`config.mk`:
```
export PLATFORM = sky130hd
export DESIGN_NAME = sdcl_loader
export DESIGN_NICKNAME = d
export VERILOG_FILES = /design/src/sdcl_pkg.sv /design/src/sdcl_pins_if.sv /design/src/sdcl_sync.sv /design/src/sdcl_loader.sv
export SDC_FILE = /design/constraint.sdc
export NUM_CORES = 1
export LEC_CHECK = 0
export ABC_CLOCK_PERIOD_IN_PS = 1250
export BUFFER_PORTS_ARGS = -buffer_cell sky130_fd_sc_hd__clkbuf_2
export CAP_MARGIN = 5
export CORE_ASPECT_RATIO = 0.7
export CORE_MARGIN = 1
export CORE_UTILIZATION = 51
export CTS_CLUSTER_SIZE = 40
export DETAILED_ROUTE_END_ITERATION = 10
export PLACE_DENSITY_LB_ADDON = 0.08
export SYNTH_ARGS = -nofsm -noshare
export SYNTH_HDL_FRONTEND = slang
export SYNTH_HIERARCHICAL = 1
export SYNTH_SLANG_ARGS = --single-unit
```
`constraint.sdc`:
```
create_clock -name clk -period 1.25 [get_ports clk]
set_input_delay 0 -clock clk [delete_from_list [all_inputs] [get_ports clk]]
set_output_delay 0 -clock clk [all_outputs]
set_load 0.05 [all_outputs]
```
`src/sdcl_pkg.sv`:
```
// package: constants for the serial code loader
package sdcl_pkg;
  localparam int unsigned CODE_W = 16;
  localparam int unsigned FULL_COUNT = 65536;
  localparam logic [15:0] CODE_RST = 16'h0000;
  localparam logic [15:0] SHIFT_RST = 16'h0000;
  localparam logic [4:0] BITS_RST = 5'h00;
  localparam logic [4:0] BITS_FULL = 5'h10;
  localparam int unsigned CLK_HZ = 40000000;
  localparam int unsigned SCLK_MAX_HZ = 50000000;
  localparam int unsigned CS_HIGH_NS = 20;
  localparam int unsigned CLK_NS = 25;
  // least time rounds up, never below one cycle
  localparam int unsigned CS_HIGH_CYC = (CS_HIGH_NS + CLK_NS - 1) / CLK_NS;
  typedef enum logic [1:0] {
    SDCL_IDLE = 2'b00,
    SDCL_SHIFT = 2'b01,
    SDCL_DONE = 2'b11
  } sdcl_state_t;
endpackage : sdcl_pkg

```
`src/sdcl_pins_if.sv`:
```
// interface: synchronised serial pins passed to the shifter
`timescale 1ns/1ps
`default_nettype none
interface sdcl_pins_if;
  logic sel_n;
  logic sclk_rise;
  logic cs_rise;
  logic din;
  modport src (output sel_n, output sclk_rise, output cs_rise, output din);
  modport dst (input sel_n, input sclk_rise, input cs_rise, input din);
endinterface : sdcl_pins_if
`default_nettype wire

```
`src/sdcl_sync.sv`:
```
// module: two-flop synchronisers and edge detection for the serial pins
`timescale 1ns/1ps
`default_nettype none
module sdcl_sync
  import sdcl_pkg::*;
(
  input wire logic clk, // system clock
  input wire logic reset, // sync reset
  input wire logic cs_n, // chip select pin
  input wire logic sclk, // serial clock pin
  input wire logic sdi, // serial data pin
  sdcl_pins_if.src pins // synchronised pins
);
  logic [2:0] s1_r;
  logic [2:0] s2_r;
  logic [1:0] prev_r;

  always_ff @(posedge clk) begin
    if (reset) begin
      s1_r <= 3'h5;
      s2_r <= 3'h5;
    end else begin
      s1_r <= {cs_n, sclk, sdi};
      s2_r <= s1_r;
    end
  end

  always_ff @(posedge clk) begin
    if (reset) begin
      prev_r <= 2'h2;
    end else begin
      prev_r <= s2_r[2:1];
    end
  end

  assign pins.sel_n = s2_r[2];
  assign pins.sclk_rise = s2_r[1] & ~prev_r[0];
  assign pins.cs_rise = s2_r[2] & ~prev_r[1];
  assign pins.din = s2_r[0];
endmodule : sdcl_sync
`default_nettype wire

```
`src/sdcl_loader.sv`:
```
// module: serial shift register and code register of the converter
`timescale 1ns/1ps
`default_nettype none
module sdcl_loader
  import sdcl_pkg::*;
(
  input wire logic clk, // system clock, 40 MHz
  input wire logic reset, // sync reset, active high
  input wire logic cs_n, // chip select pin, active low
  input wire logic sclk, // serial clock pin
  input wire logic sdi, // serial data pin
  output logic [15:0] serial_code_input, // code held for the ladder
  output logic word_done // high once 16 bits are in this frame
);
  sdcl_pins_if pins ();
  sdcl_state_t state_r;
  logic [15:0] shift_r;
  logic [4:0] bits_r;
  logic [15:0] code_r;

  // pins cross domains here; sclk is sampled, so the 40 MHz clock only
  // resolves serial clocks well below the 50 MHz ceiling
  sdcl_sync u_sync (
    .clk(clk),
    .reset(reset),
    .cs_n(cs_n),
    .sclk(sclk),
    .sdi(sdi),
    .pins(pins)
  );

  always_ff @(posedge clk) begin
    if (reset) begin
      shift_r <= SHIFT_RST;
    end else if (!pins.sel_n && pins.sclk_rise) begin
      shift_r <= {shift_r[14:0], pins.din};
    end
  end

  // frame state; select high always returns to idle
  always_ff @(posedge clk) begin
    if (reset) begin
      state_r <= SDCL_IDLE;
    end else if (pins.sel_n) begin
      state_r <= SDCL_IDLE;
    end else begin
      unique case (state_r)
        SDCL_IDLE: begin
          state_r <= SDCL_SHIFT;
        end
        SDCL_SHIFT: begin
          if (pins.sclk_rise && bits_r == BITS_FULL - 5'h01) begin
            state_r <= SDCL_DONE;
          end
        end
        SDCL_DONE: begin
          state_r <= SDCL_DONE;
        end
        // the fourth code is never entered; recover through idle
        default: begin
          state_r <= SDCL_IDLE;
        end
      endcase
    end
  end

  // rising clocks of this frame; a new frame restarts the count
  // counted from idle too: a clock may arrive with no setup after select
  // falls, and it must not be lost from the count
  always_ff @(posedge clk) begin
    if (reset) begin
      bits_r <= BITS_RST;
    end else if (pins.sel_n) begin
      bits_r <= BITS_RST;
    end else if (pins.sclk_rise && state_r != SDCL_DONE) begin
      bits_r <= bits_r + 5'h01;
    end
  end

  // extra clocks after 16 keep shifting; the last 16 bits win
  always_ff @(posedge clk) begin
    if (reset) begin
      code_r <= CODE_RST;
    end else if (pins.cs_rise) begin
      code_r <= shift_r;
    end
  end

  // the ladder code changes only one cycle after the code register, so
  // a select rise reaches the output about four clocks after it happens
  always_ff @(posedge clk) begin
    if (reset) begin
      serial_code_input <= CODE_RST;
    end else begin
      serial_code_input <= code_r;
    end
  end

  // status only; it drops with select, not with the load
  always_ff @(posedge clk) begin
    if (reset) begin
      word_done <= 1'b0;
    end else begin
      word_done <= (state_r == SDCL_DONE);
    end
  end

  // shift register and code register

  hold_sel_high_a: assert property (@(posedge clk) disable iff (reset)
    pins.sel_n && !pins.cs_rise |=> $stable(shift_r) && $stable(code_r))
    else $error("state changed with select high");

  shift_one_a: assert property (@(posedge clk) disable iff (reset)
    !pins.sel_n && pins.sclk_rise |=>
      shift_r == {$past(shift_r[14:0]), $past(pins.din)})
    else $error("shift did not advance one bit");

  code_hold_a: assert property (@(posedge clk) disable iff (reset)
    !pins.sel_n |=> $stable(code_r))
    else $error("code changed with select low");

  load_on_rise_a: assert property (@(posedge clk) disable iff (reset)
    pins.cs_rise |=> code_r == $past(shift_r))
    else $error("code not loaded on select rise");

  sample_rise_a: assert property (@(posedge clk) disable iff (reset)
    !pins.sclk_rise |=> $stable(shift_r))
    else $error("shift without rising clock");

  msb_first_a: assert property (@(posedge clk) disable iff (reset)
    !pins.sel_n && pins.sclk_rise |=> shift_r[0] == $past(pins.din))
    else $error("new bit not at bit 0");

  // frame state and count

  sixteen_done_a: assert property (@(posedge clk) disable iff (reset)
    state_r == SDCL_SHIFT && pins.sclk_rise && !pins.sel_n &&
    bits_r == 5'h0f |=> state_r == SDCL_DONE)
    else $error("word not done on 16th clock");

  idle_count_a: assert property (@(posedge clk) disable iff (reset)
    pins.sel_n |=> bits_r == BITS_RST)
    else $error("count not cleared");

  count_step_a: assert property (@(posedge clk) disable iff (reset)
    !pins.sel_n && pins.sclk_rise && state_r != SDCL_DONE |=>
      bits_r == $past(bits_r) + 5'h01)
    else $error("count did not step on a clock");

  count_hold_a: assert property (@(posedge clk) disable iff (reset)
    !pins.sel_n && !pins.sclk_rise |=> $stable(bits_r))
    else $error("count moved without a clock");

  count_cap_a: assert property (@(posedge clk) disable iff (reset)
    bits_r <= BITS_FULL)
    else $error("count ran past sixteen");

  state_legal_a: assert property (@(posedge clk) disable iff (reset)
    state_r inside {SDCL_IDLE, SDCL_SHIFT, SDCL_DONE})
    else $error("illegal frame state");

  idle_state_a: assert property (@(posedge clk) disable iff (reset)
    pins.sel_n |=> state_r == SDCL_IDLE)
    else $error("frame kept with select high");

  frame_start_a: assert property (@(posedge clk) disable iff (reset)
    state_r == SDCL_IDLE && !pins.sel_n |=> state_r != SDCL_IDLE)
    else $error("frame did not start on select low");

  done_hold_a: assert property (@(posedge clk) disable iff (reset)
    state_r == SDCL_DONE && !pins.sel_n |=> state_r == SDCL_DONE)
    else $error("done state left with select low");

  // outputs

  out_follow_a: assert property (@(posedge clk) disable iff (reset)
    pins.cs_rise |=> ##1 serial_code_input == $past(shift_r, 2))
    else $error("output not updated after load");

  out_hold_a: assert property (@(posedge clk) disable iff (reset)
    !pins.cs_rise |=> ##1 $stable(serial_code_input))
    else $error("output changed without a load");

  done_flag_a: assert property (@(posedge clk) disable iff (reset)
    state_r == SDCL_DONE |=> word_done)
    else $error("done flag not raised");

  done_clear_a: assert property (@(posedge clk) disable iff (reset)
    state_r != SDCL_DONE |=> !word_done)
    else $error("done flag raised early");

  reset_out_a: assert property (@(posedge clk)
    reset |=> serial_code_input == CODE_RST && !word_done)
    else $error("outputs not cleared by reset");

  word_cov: cover property (@(posedge clk) disable iff (reset)
    state_r == SDCL_DONE ##[1:200] pins.cs_rise);
  short_cov: cover property (@(posedge clk) disable iff (reset)
    state_r == SDCL_SHIFT && bits_r == 5'h04 ##[1:200] pins.cs_rise);
  load_cov: cover property (@(posedge clk) disable iff (reset)
    pins.cs_rise ##2 serial_code_input != 16'h0000);
  stray_cov: cover property (@(posedge clk) disable iff (reset)
    pins.sel_n && pins.sclk_rise);
  reload_cov: cover property (@(posedge clk) disable iff (reset)
    pins.cs_rise ##[3:400] pins.cs_rise);
endmodule : sdcl_loader
`default_nettype wire

```
### Word-level counts from Yosys, hierarchy flattened

Index checks and enable logic that the tools add are counted.

* bitwise operators: 4
* reductions and logical operators: 6
* equal/unequal tests: 5
* $add $sub $neg: 1
* multiplexer cells: 2

Operators with widths (number)
* $pmux 2 s3: 1
* $add 5x1->5 const B: 1
* $eq 5x4->1 const B: 1
* $ne 2x2->1 const B: 2
* $logic_and 1x1->1: 3
* $and 1x1->1: 2
* $eq 2x1->1 const B: 1
* $eq 2x2->1 const B: 1
* $logic_not 2->1: 1
* $mux 2: 1
* $not 1->1: 2
* $reduce_or 2->1: 1
* $logic_not 1->1: 1

* bits in registers: 64
* logic and storage cells: 27
* output and inout port bits: 17
* bits of input ports: 5

### Depth between registers and ports, before layout

Gate-level depths: netlist of the first run.

* depth in word-level cells: 5
* gate-level depth with buffers: 6
* depth with buffers taken out: 5

### By module

Netlist of the first run, hierarchy kept.

Modules (own cells, without submodules)
* sdcl_loader: seq. area each 1121.1 um2, cells each 194, instances 1, area each 1874.3 um2
* sdcl_sync: seq. area each 160.2 um2, cells each 18, instances 1, area each 222.7 um2

### Worst setup path before layout of the first run

OpenSTA, ideal clock, no wires.

* kind: register -> register
* from: register u_sync.s2_r[1]
* to: register shift_r[3]
* period minus slack after synthesis: 1.277 ns
* required time: 1.118 ns
* library setup time: 0.132 ns
* buffers on the path: 2
* data arrival time: 1.144 ns
* path slack: -0.027 ns
* stages on the path, launching flop included: 7
* cell sequence: dfxtp_1 > nor2b_1 > or2b_1 > clkbuf_2 > buf_2 > nand2_1 > a21oi_1

* cells in the longest elaborated chain, start to end: 2

RTL lines
* from (decl): RTL line sdcl_sync.sv:15 `logic [2:0] s2_r;`
* from (signal assigned): RTL line sdcl_sync.sv:24 `s2_r <= s1_r;`
* $and 1x1->1: RTL line sdcl_sync.sv:37 `assign pins.sclk_rise = s2_r[1] & ~prev_r[0];`
* net pins.sclk_rise: RTL line sdcl_pins_if.sv:6 `logic sclk_rise;`
* $logic_and 1x1->1: RTL line sdcl_loader.sv:35 `end else if (!pins.sel_n && pins.sclk_rise) begin`
* to (signal assigned): RTL line sdcl_loader.sv:36 `shift_r <= {shift_r[14:0], pins.din};`
* to (decl): RTL line sdcl_loader.sv:17 `logic [15:0] shift_r;`

The timed path passes the listed nets, and every way through them passes these cells.
A chain may end at the register's enable or synchronous reset.

### Worst setup path in the final report of the first run

* from: register u_sync.s2_r[1]
* to: register bits_r[4]

* cells in the longest elaborated chain, start to end: 2

RTL lines
* $and 1x1->1: RTL line sdcl_sync.sv:37
* net pins.sclk_rise: RTL line sdcl_pins_if.sv:6
* $logic_and 1x1->1: RTL line sdcl_loader.sv:75 `end else if (pins.sclk_rise && state_r != SDCL_DONE) begin`
* to (signal assigned): RTL line sdcl_loader.sv:76 `bits_r <= bits_r + 5'h01;`
* to (decl): RTL line sdcl_loader.sv:18 `logic [4:0] bits_r;`

The timed path passes the listed nets, and every way through them passes these cells.

==> results of run 1 <==
==> what timing repair did <==
action                                 in CTS  in global routing
buffers inserted                            2                  0
pin swaps                                   2                 15
resized for setup                           8                 48
gates cloned                                0                  2
hold buffers                                3                  0
endpoints found under the hold margin       3                  0
setup endpoints to repair                   3                 21
==> routing by layer <==
layer | vias up | routed length (um) | global-route usage | part of all wire
met4 | 0 | 142 | 0.07937 | 0.036
met1 | 685 | 1740 | 0.2091 | 0.44
met2 | 46 | 1782 | 0.2907 | 0.46
met3 | 14 | 250 | 0.1082 | 0.064
met5 | - | 0 | 0 | 0
li1 | 756 | - | - | -
==> final cells by class <==
type	instances	area, sq um
Tap cell	52	65.06
Multi-Input combinational cell	133	927.1
Inverter	3	11.26
Clock inverter	3	40.04
Clock buffer	13	158.9
Timing Repair Buffer	36	254.0
Sequential cell	64	1286
Fill cell	297	1180
==> path summary, 6_finish.rpt <==
check / startpoint / to / slack [ns]
max: u_sync/s2_r[1] / bits_r[4] / -0.05
min: reset / bits_r[1] / 0.08
max reg2reg: u_sync/s2_r[1] / bits_r[4] / -0.05
min reg2reg: u_sync/s1_r[0] / u_sync/s2_r[0] / 0.40
==> critical path, delay by kind of cell (launching register included) <==
kind	cells	cell delay, ns
AO/OA/AOI/OAI	2	0.59
flip-flops	1	0.32
AND/OR/NAND/NOR	2	0.30
==> stage by stage <==
stage | power, W | hold WS [ns] | cell area [sq um] | cells
finish | 0.003891 | 0.07641 | 2743 | 304
global route | 0.004058 | 0.06481 | 2743 | 304
CTS | 0.003938 | 0.03848 | 2566 | 302
detailed placement | 0.002180 | 0.1860 | 2288 | 281
global placement | 0.002178 | 0.1782 | 2288 | 281
floorplan | 0.002154 | 0.07161 | 2100 | 212
==> kinds of logic (layout without fill, tap and decap cells) <==
family | after synthesis | in the layout | synth area share
fa+ha+maj | 2 | 2 | 0.01193
compound gates | 26 | 26 | 0.06683
xor+xnor | 1 | 1 | 0.004177
buf+inv | 15 | 55 | 0.03222
simple gates | 88 | 88 | 0.1975
flops | 64 | 64 | 0.6110
mux | 16 | 16 | 0.07637
==> power breakdown <==
| part | internal [W] | total [W] | switching (W) | leakage (nW) |
|---|---|---|---|---|
| sequential | 0.00205 | 0.00206 | 0.00000693 | 0.518 |
| combinational | 0.0000461 | 0.000105 | 0.0000586 | 0.382 |
| clock | 0.00102 | 0.00173 | 0.000703 | 0.103 |
| total | 0.00312 | 0.00389 | 0.000768 | 1.00 |
==> state kept, by name, indices dropped and copies added (netlist names) <==
signal / count
u_sync/s1_r: 3
serial_code_input: 16
word_done: 1
shift_r: 16
bits_r: 5
u_sync/s2_r: 3
code_r: 16
u_sync/prev_r: 2
state_r: 2
==> Yosys cell counts <==
cell	instances	share of area
a211oi_1	1	0.0036
a21bo_1	1	0.0048
a21boi_1	1	0.0036
a21oi_1	21	0.050
and3_1	1	0.0030
buf_2	4	0.0095
buf_4	1	0.0036
clkbuf_1	5	0.0090
clkbuf_2	2	0.0048
dfxtp_1	64	0.61
ha_1	2	0.012
inv_1	3	0.0054
mux2i_1	16	0.076
nand2_1	35	0.063
nand3_1	1	0.0024
nor2_1	19	0.034
nor2b_1	22	0.066
nor3_1	1	0.0024
o21ai_0	2	0.0048
or2_1	5	0.015
or2_2	1	0.0030
or2b_1	1	0.0036
or3_1	2	0.0060
xnor2_1	1	0.0042
==> metrics.cfg, run 1 <==
[layout]
num_antenna_cells=0
layout_commonest_cell=dfxtp_1
drive_gt1_frac=0.3611
layout_common_cells=dfxtp_1 (60), clkbuf_2 (21), nand2_1 (20)
syn2layout_area_growth_pct=30.79
final_nets=254
fin_util=0.6992

[sta]
max_freq_mhz=767.3
max_slew_margin=0.7781
finClkSkew_ns=0.004082
finalCriticalPeriod_ns=1.303
min_period_over_period=1.043
setup_viol=18
tightest_slew_ns=0.3328
grt_setup_unrepaired=yes
layout_setup_ws_ns=-0.05333
setup_tns_ns=-0.3854
hold_viol=0
final_max_slew_viol_count=0

[clocking]
cts_made_buffers=9
htreeDepth=3
worstSkewPairLatency_ns=0.33
cts_tree=built
cts.sinks=64
clkTransAtPathRegs_ns=0.06
ctsRootBufferMaster=clkbuf_8
clockBufferDepth=2

[power]
p_per_area_nw_per_um2=1419
p_leak_nw=1.003
peakVddDrop_mv=1.085

[setup_path]
required_ns=1.49
crit_path_cell_trace=nor2b_4 > a21boi_2 > nor2_1 > a211oi_2
crit_type=reg2reg
cp-end-kind=flip-flop
slowest_stage=dfxtp_2
critical_path_peak_fanout=4
worstPathArrival_ns=1.54
start_kind=flip-flop
r2r_cells=4
max_stage_delay_ns=0.32

[synth]
ys.warnings.count=6
syn_area_per_cell_sq_um=9.892
synth_seq_cells=64
mappedNetlistArea_sq_um=2097
synth_fp_nets=219
yosysSeqAreaShare=0.6110
syn_inst=212
synth_cell_types=24

[routing]
wl_per_cell_um=12.88
drc=0
wl_um=3916
num_vias=1501
first_pass_iters=5
ant_nets=0
drt-vias-per-instance=4.938
first_iter_violations=77

[global_routing]
grt_antenna_before_repair=0
track_usage=0.1872
grt_pass1_wl_um=5934
first_global_vias=1360
overflow=0
grt_max_degree=33

[hold_path]
hold_path.class=in2reg
hold_depth=3

[floorplanning]
die_w_um=78.64
io_pins=22
start_util=0.5346
dieArea_sq_um=4376
num_rows=19
coreArea_sq_um=3923
die_h_um=55.65

[run]
maxCapViolCount=0

[place]
io_buffers=21
hpwl_um=2192
place_congestion=0.7050
dpl_worst_slack_ns=-0.1253

[run_status]
status=finished with violations
violations=setup timing

Note: power is estimated with default switching activity, not from simulation.
==> inputs of run 2 (changes only) <==
--- a/config.mk
+++ b/config.mk
@@ -13,7 +13,7 @@
 export CORE_UTILIZATION = 51
 export CTS_CLUSTER_SIZE = 40
 export DETAILED_ROUTE_END_ITERATION = 10
-export PLACE_DENSITY_LB_ADDON = 0.08
+export PLACE_DENSITY = 0.73
 export SYNTH_ARGS = -nofsm -noshare
 export SYNTH_HDL_FRONTEND = slang
 export SYNTH_HIERARCHICAL = 1
==> run 2 against run 1 <==
The run still ends with setup timing left. Combinational power rose by 5%. Register-to-register slack improved by 0.02 ns. Design area shrank 1.0%. First-iteration DRC count shrank 25%. Sequential share of layout area rose by 0.45 points.
==> metrics.cfg, run 2 (synthesis gave the netlist of run 1 again) <==
[run_status]
status=finished with violations
violations=setup timing

[setup_path]
reg2reg_setup_slack_ns=-0.03  ; +0.02 ns
critical_path_peak_fanout=8  ; +4
reg2reg_to=shift_r[5]
r2r-start=u_sync/s2_r[1]
cp-end-kind=flip-flop
crit_type=reg2reg
start_kind=flip-flop
r2r_cells=6  ; +2
worstPathArrival_ns=1.51  ; -0.03 ns
required_ns=1.48  ; about the same

[power]
p_per_area_nw_per_um2=1371  ; -3.4%
p_leak_nw=1.006  ; +0.29%
peakVddDrop_mv=1.048  ; -3.4%
power_w=0.003721  ; -4.4%

[sta]
finalCriticalPeriod_ns=1.285  ; -0.01871 ns
max_slew_margin=0.8163  ; +0.03820
finClkSkew_ns=0.004962  ; +0.0008800 ns
grt_setup_unrepaired=yes
setup_viol=10  ; -8
min_period_over_period=1.028  ; -0.01497
tightest_slew_ns=0.2767  ; -0.05613 ns
max_freq_mhz=778.4  ; +1.5%
final_max_slew_viol_count=0  ; unchanged
hold_viol=0  ; unchanged
layout_setup_ws_ns=-0.03462  ; +0.01871 ns

[clocking]
cts.sinks=64  ; unchanged
cts_made_buffers=9  ; unchanged
ctsRootBufferMaster=clkbuf_8
cts_tree=built
clockBufferDepth=2  ; unchanged
clkTransAtPathRegs_ns=0.07  ; about the same
htreeDepth=3  ; unchanged
worstSkewPairLatency_ns=0.34  ; about the same

[global_routing]
met3_usage=0.08361  ; -0.02459
grt_antenna_before_repair=0  ; unchanged
grtUsageMet2=0.2571  ; -0.03354
overflow=0  ; unchanged
top_usage_layer=met2
met1_usage=0.2089  ; -0.0002218
track_usage=0.1797  ; -0.007524
first_global_vias=1280  ; -5.9%
grt_pass1_wl_um=5658  ; -4.7%
grt_max_degree=58  ; +76%

[floorplanning]
die_h_um=55.65  ; unchanged
die_w_um=78.64  ; unchanged
dieArea_sq_um=4376  ; unchanged
io_pins=22  ; unchanged
start_util=0.5346  ; unchanged
coreArea_sq_um=3923  ; unchanged
num_rows=19  ; unchanged

[layout]
syn2layout_area_growth_pct=29.42
final_area_sq_um=2714  ; -1.0%
reg_top3=code_r: 16 flops, serial_code_input: 16 flops, shift_r: 16 flops
final_nets=253  ; -0.39%
layout_commonest_cell=dfxtp_1
num-fill-cells=301  ; +1.3%
layout_common_cells=dfxtp_1 (61), nand2_1 (21), clkbuf_2 (21)
drive_gt1_frac=0.3280  ; -0.03311
num_antenna_cells=0  ; unchanged

[place]
dpl_worst_slack_ns=-0.06163  ; +0.06371 ns
hpwl_um=1925  ; -12%
place_congestion=0.7856  ; +11%
place_area_sq_um=2298  ; +0.44%
io_buffers=21  ; unchanged

[hold_path]
hold_start=reset
hold_depth=3  ; unchanged
min_to=state_r[1]
hold_path.class=in2reg

[routing]
drt-vias-per-instance=4.868  ; -1.4%
num_vias=1470  ; -2.1%
wl_per_cell_um=12.39  ; -3.8%
drc=0  ; unchanged
ant_nets=0  ; unchanged
first_iter_violations=58  ; -25%
wl_um=3742  ; -4.4%
first_pass_iters=4  ; -1

[run]
maxCapViolCount=0  ; unchanged

[run 2: through the flow]
stage,hold slack (ns),utilization,std cells,setup TNS (ns)
3_3_place_gp,0.1765,0.5860,279,-0.02066
6_report,0.08794,0.6919,302,-0.1637
4_1_cts,0.06283,0.6459,299,0
3_5_place_dp,0.1809,0.5860,279,-0.1020
5_1_grt,0.09713,0.6919,302,-1.329
2_1_floorplan,0.07161,-,212,0
[run 2: worst max path at each step]
stage | to | start | cells past startpoint
after floorplan | shift_r[3] | u_sync/s2_r[1] | 6
after global placement | bits_r[3] | u_sync/s2_r[1] | 4
after detailed placement | bits_r[3] | u_sync/s2_r[1] | 4
after CTS | bits_r[4] | bits_r[0] | 4
after global routing | shift_r[5] | u_sync/s2_r[1] | 6
final | shift_r[5] | u_sync/s2_r[1] | 6
[run 2: per-layer routing]
layer / vias to the layer above / share of wire
met5: - / 0
met1: 681 / 0.47
li1: 748 / -
met4: 0 / 0.030
met3: 8 / 0.044
met2: 33 / 0.46
[run 2: cell type report]
type | count | area (sq um) | area share
Sequential cell | 64 | 1285 | 0.4735
Multi-Input combinational cell | 133 | 903.4 | 0.3329
Timing Repair Buffer | 35 | 276.5 | 0.1019
Clock buffer | 12 | 155.1 | 0.05717
Tap cell | 52 | 65.06 | 0.02397
Clock inverter | 3 | 17.52 | 0.006455
Inverter | 3 | 11.26 | 0.004149
[run 2: critical path: stages (launching register included)]
cell,delay (ns)
dfxtp_2,0.33
nor2b_4,0.15
buf_6,0.10
or2b_4,0.28
clkbuf_16,0.19
nand2_2,0.07
a21oi_2,0.05
[run 2: repair_timing]
action | 4_1_cts | 5_1_grt
resized for setup | 4 | 41
pin swaps | 1 | 20
hold buffers | 3 | 0
hold endpoints to repair | 3 | 0
endpoints found under the setup margin | 3 | 26
buffers inserted | 2 | 2
cloned | 0 | 1
[run 2: power breakdown]
| group | leakage, nW | internal, W | switching, W |
|---|---|---|---|
| combinational | 0.400 | 0.0000527 | 0.0000574 |
| clock | 0.0882 | 0.000809 | 0.000743 |
| sequential | 0.517 | 0.00205 | 0.00000691 |
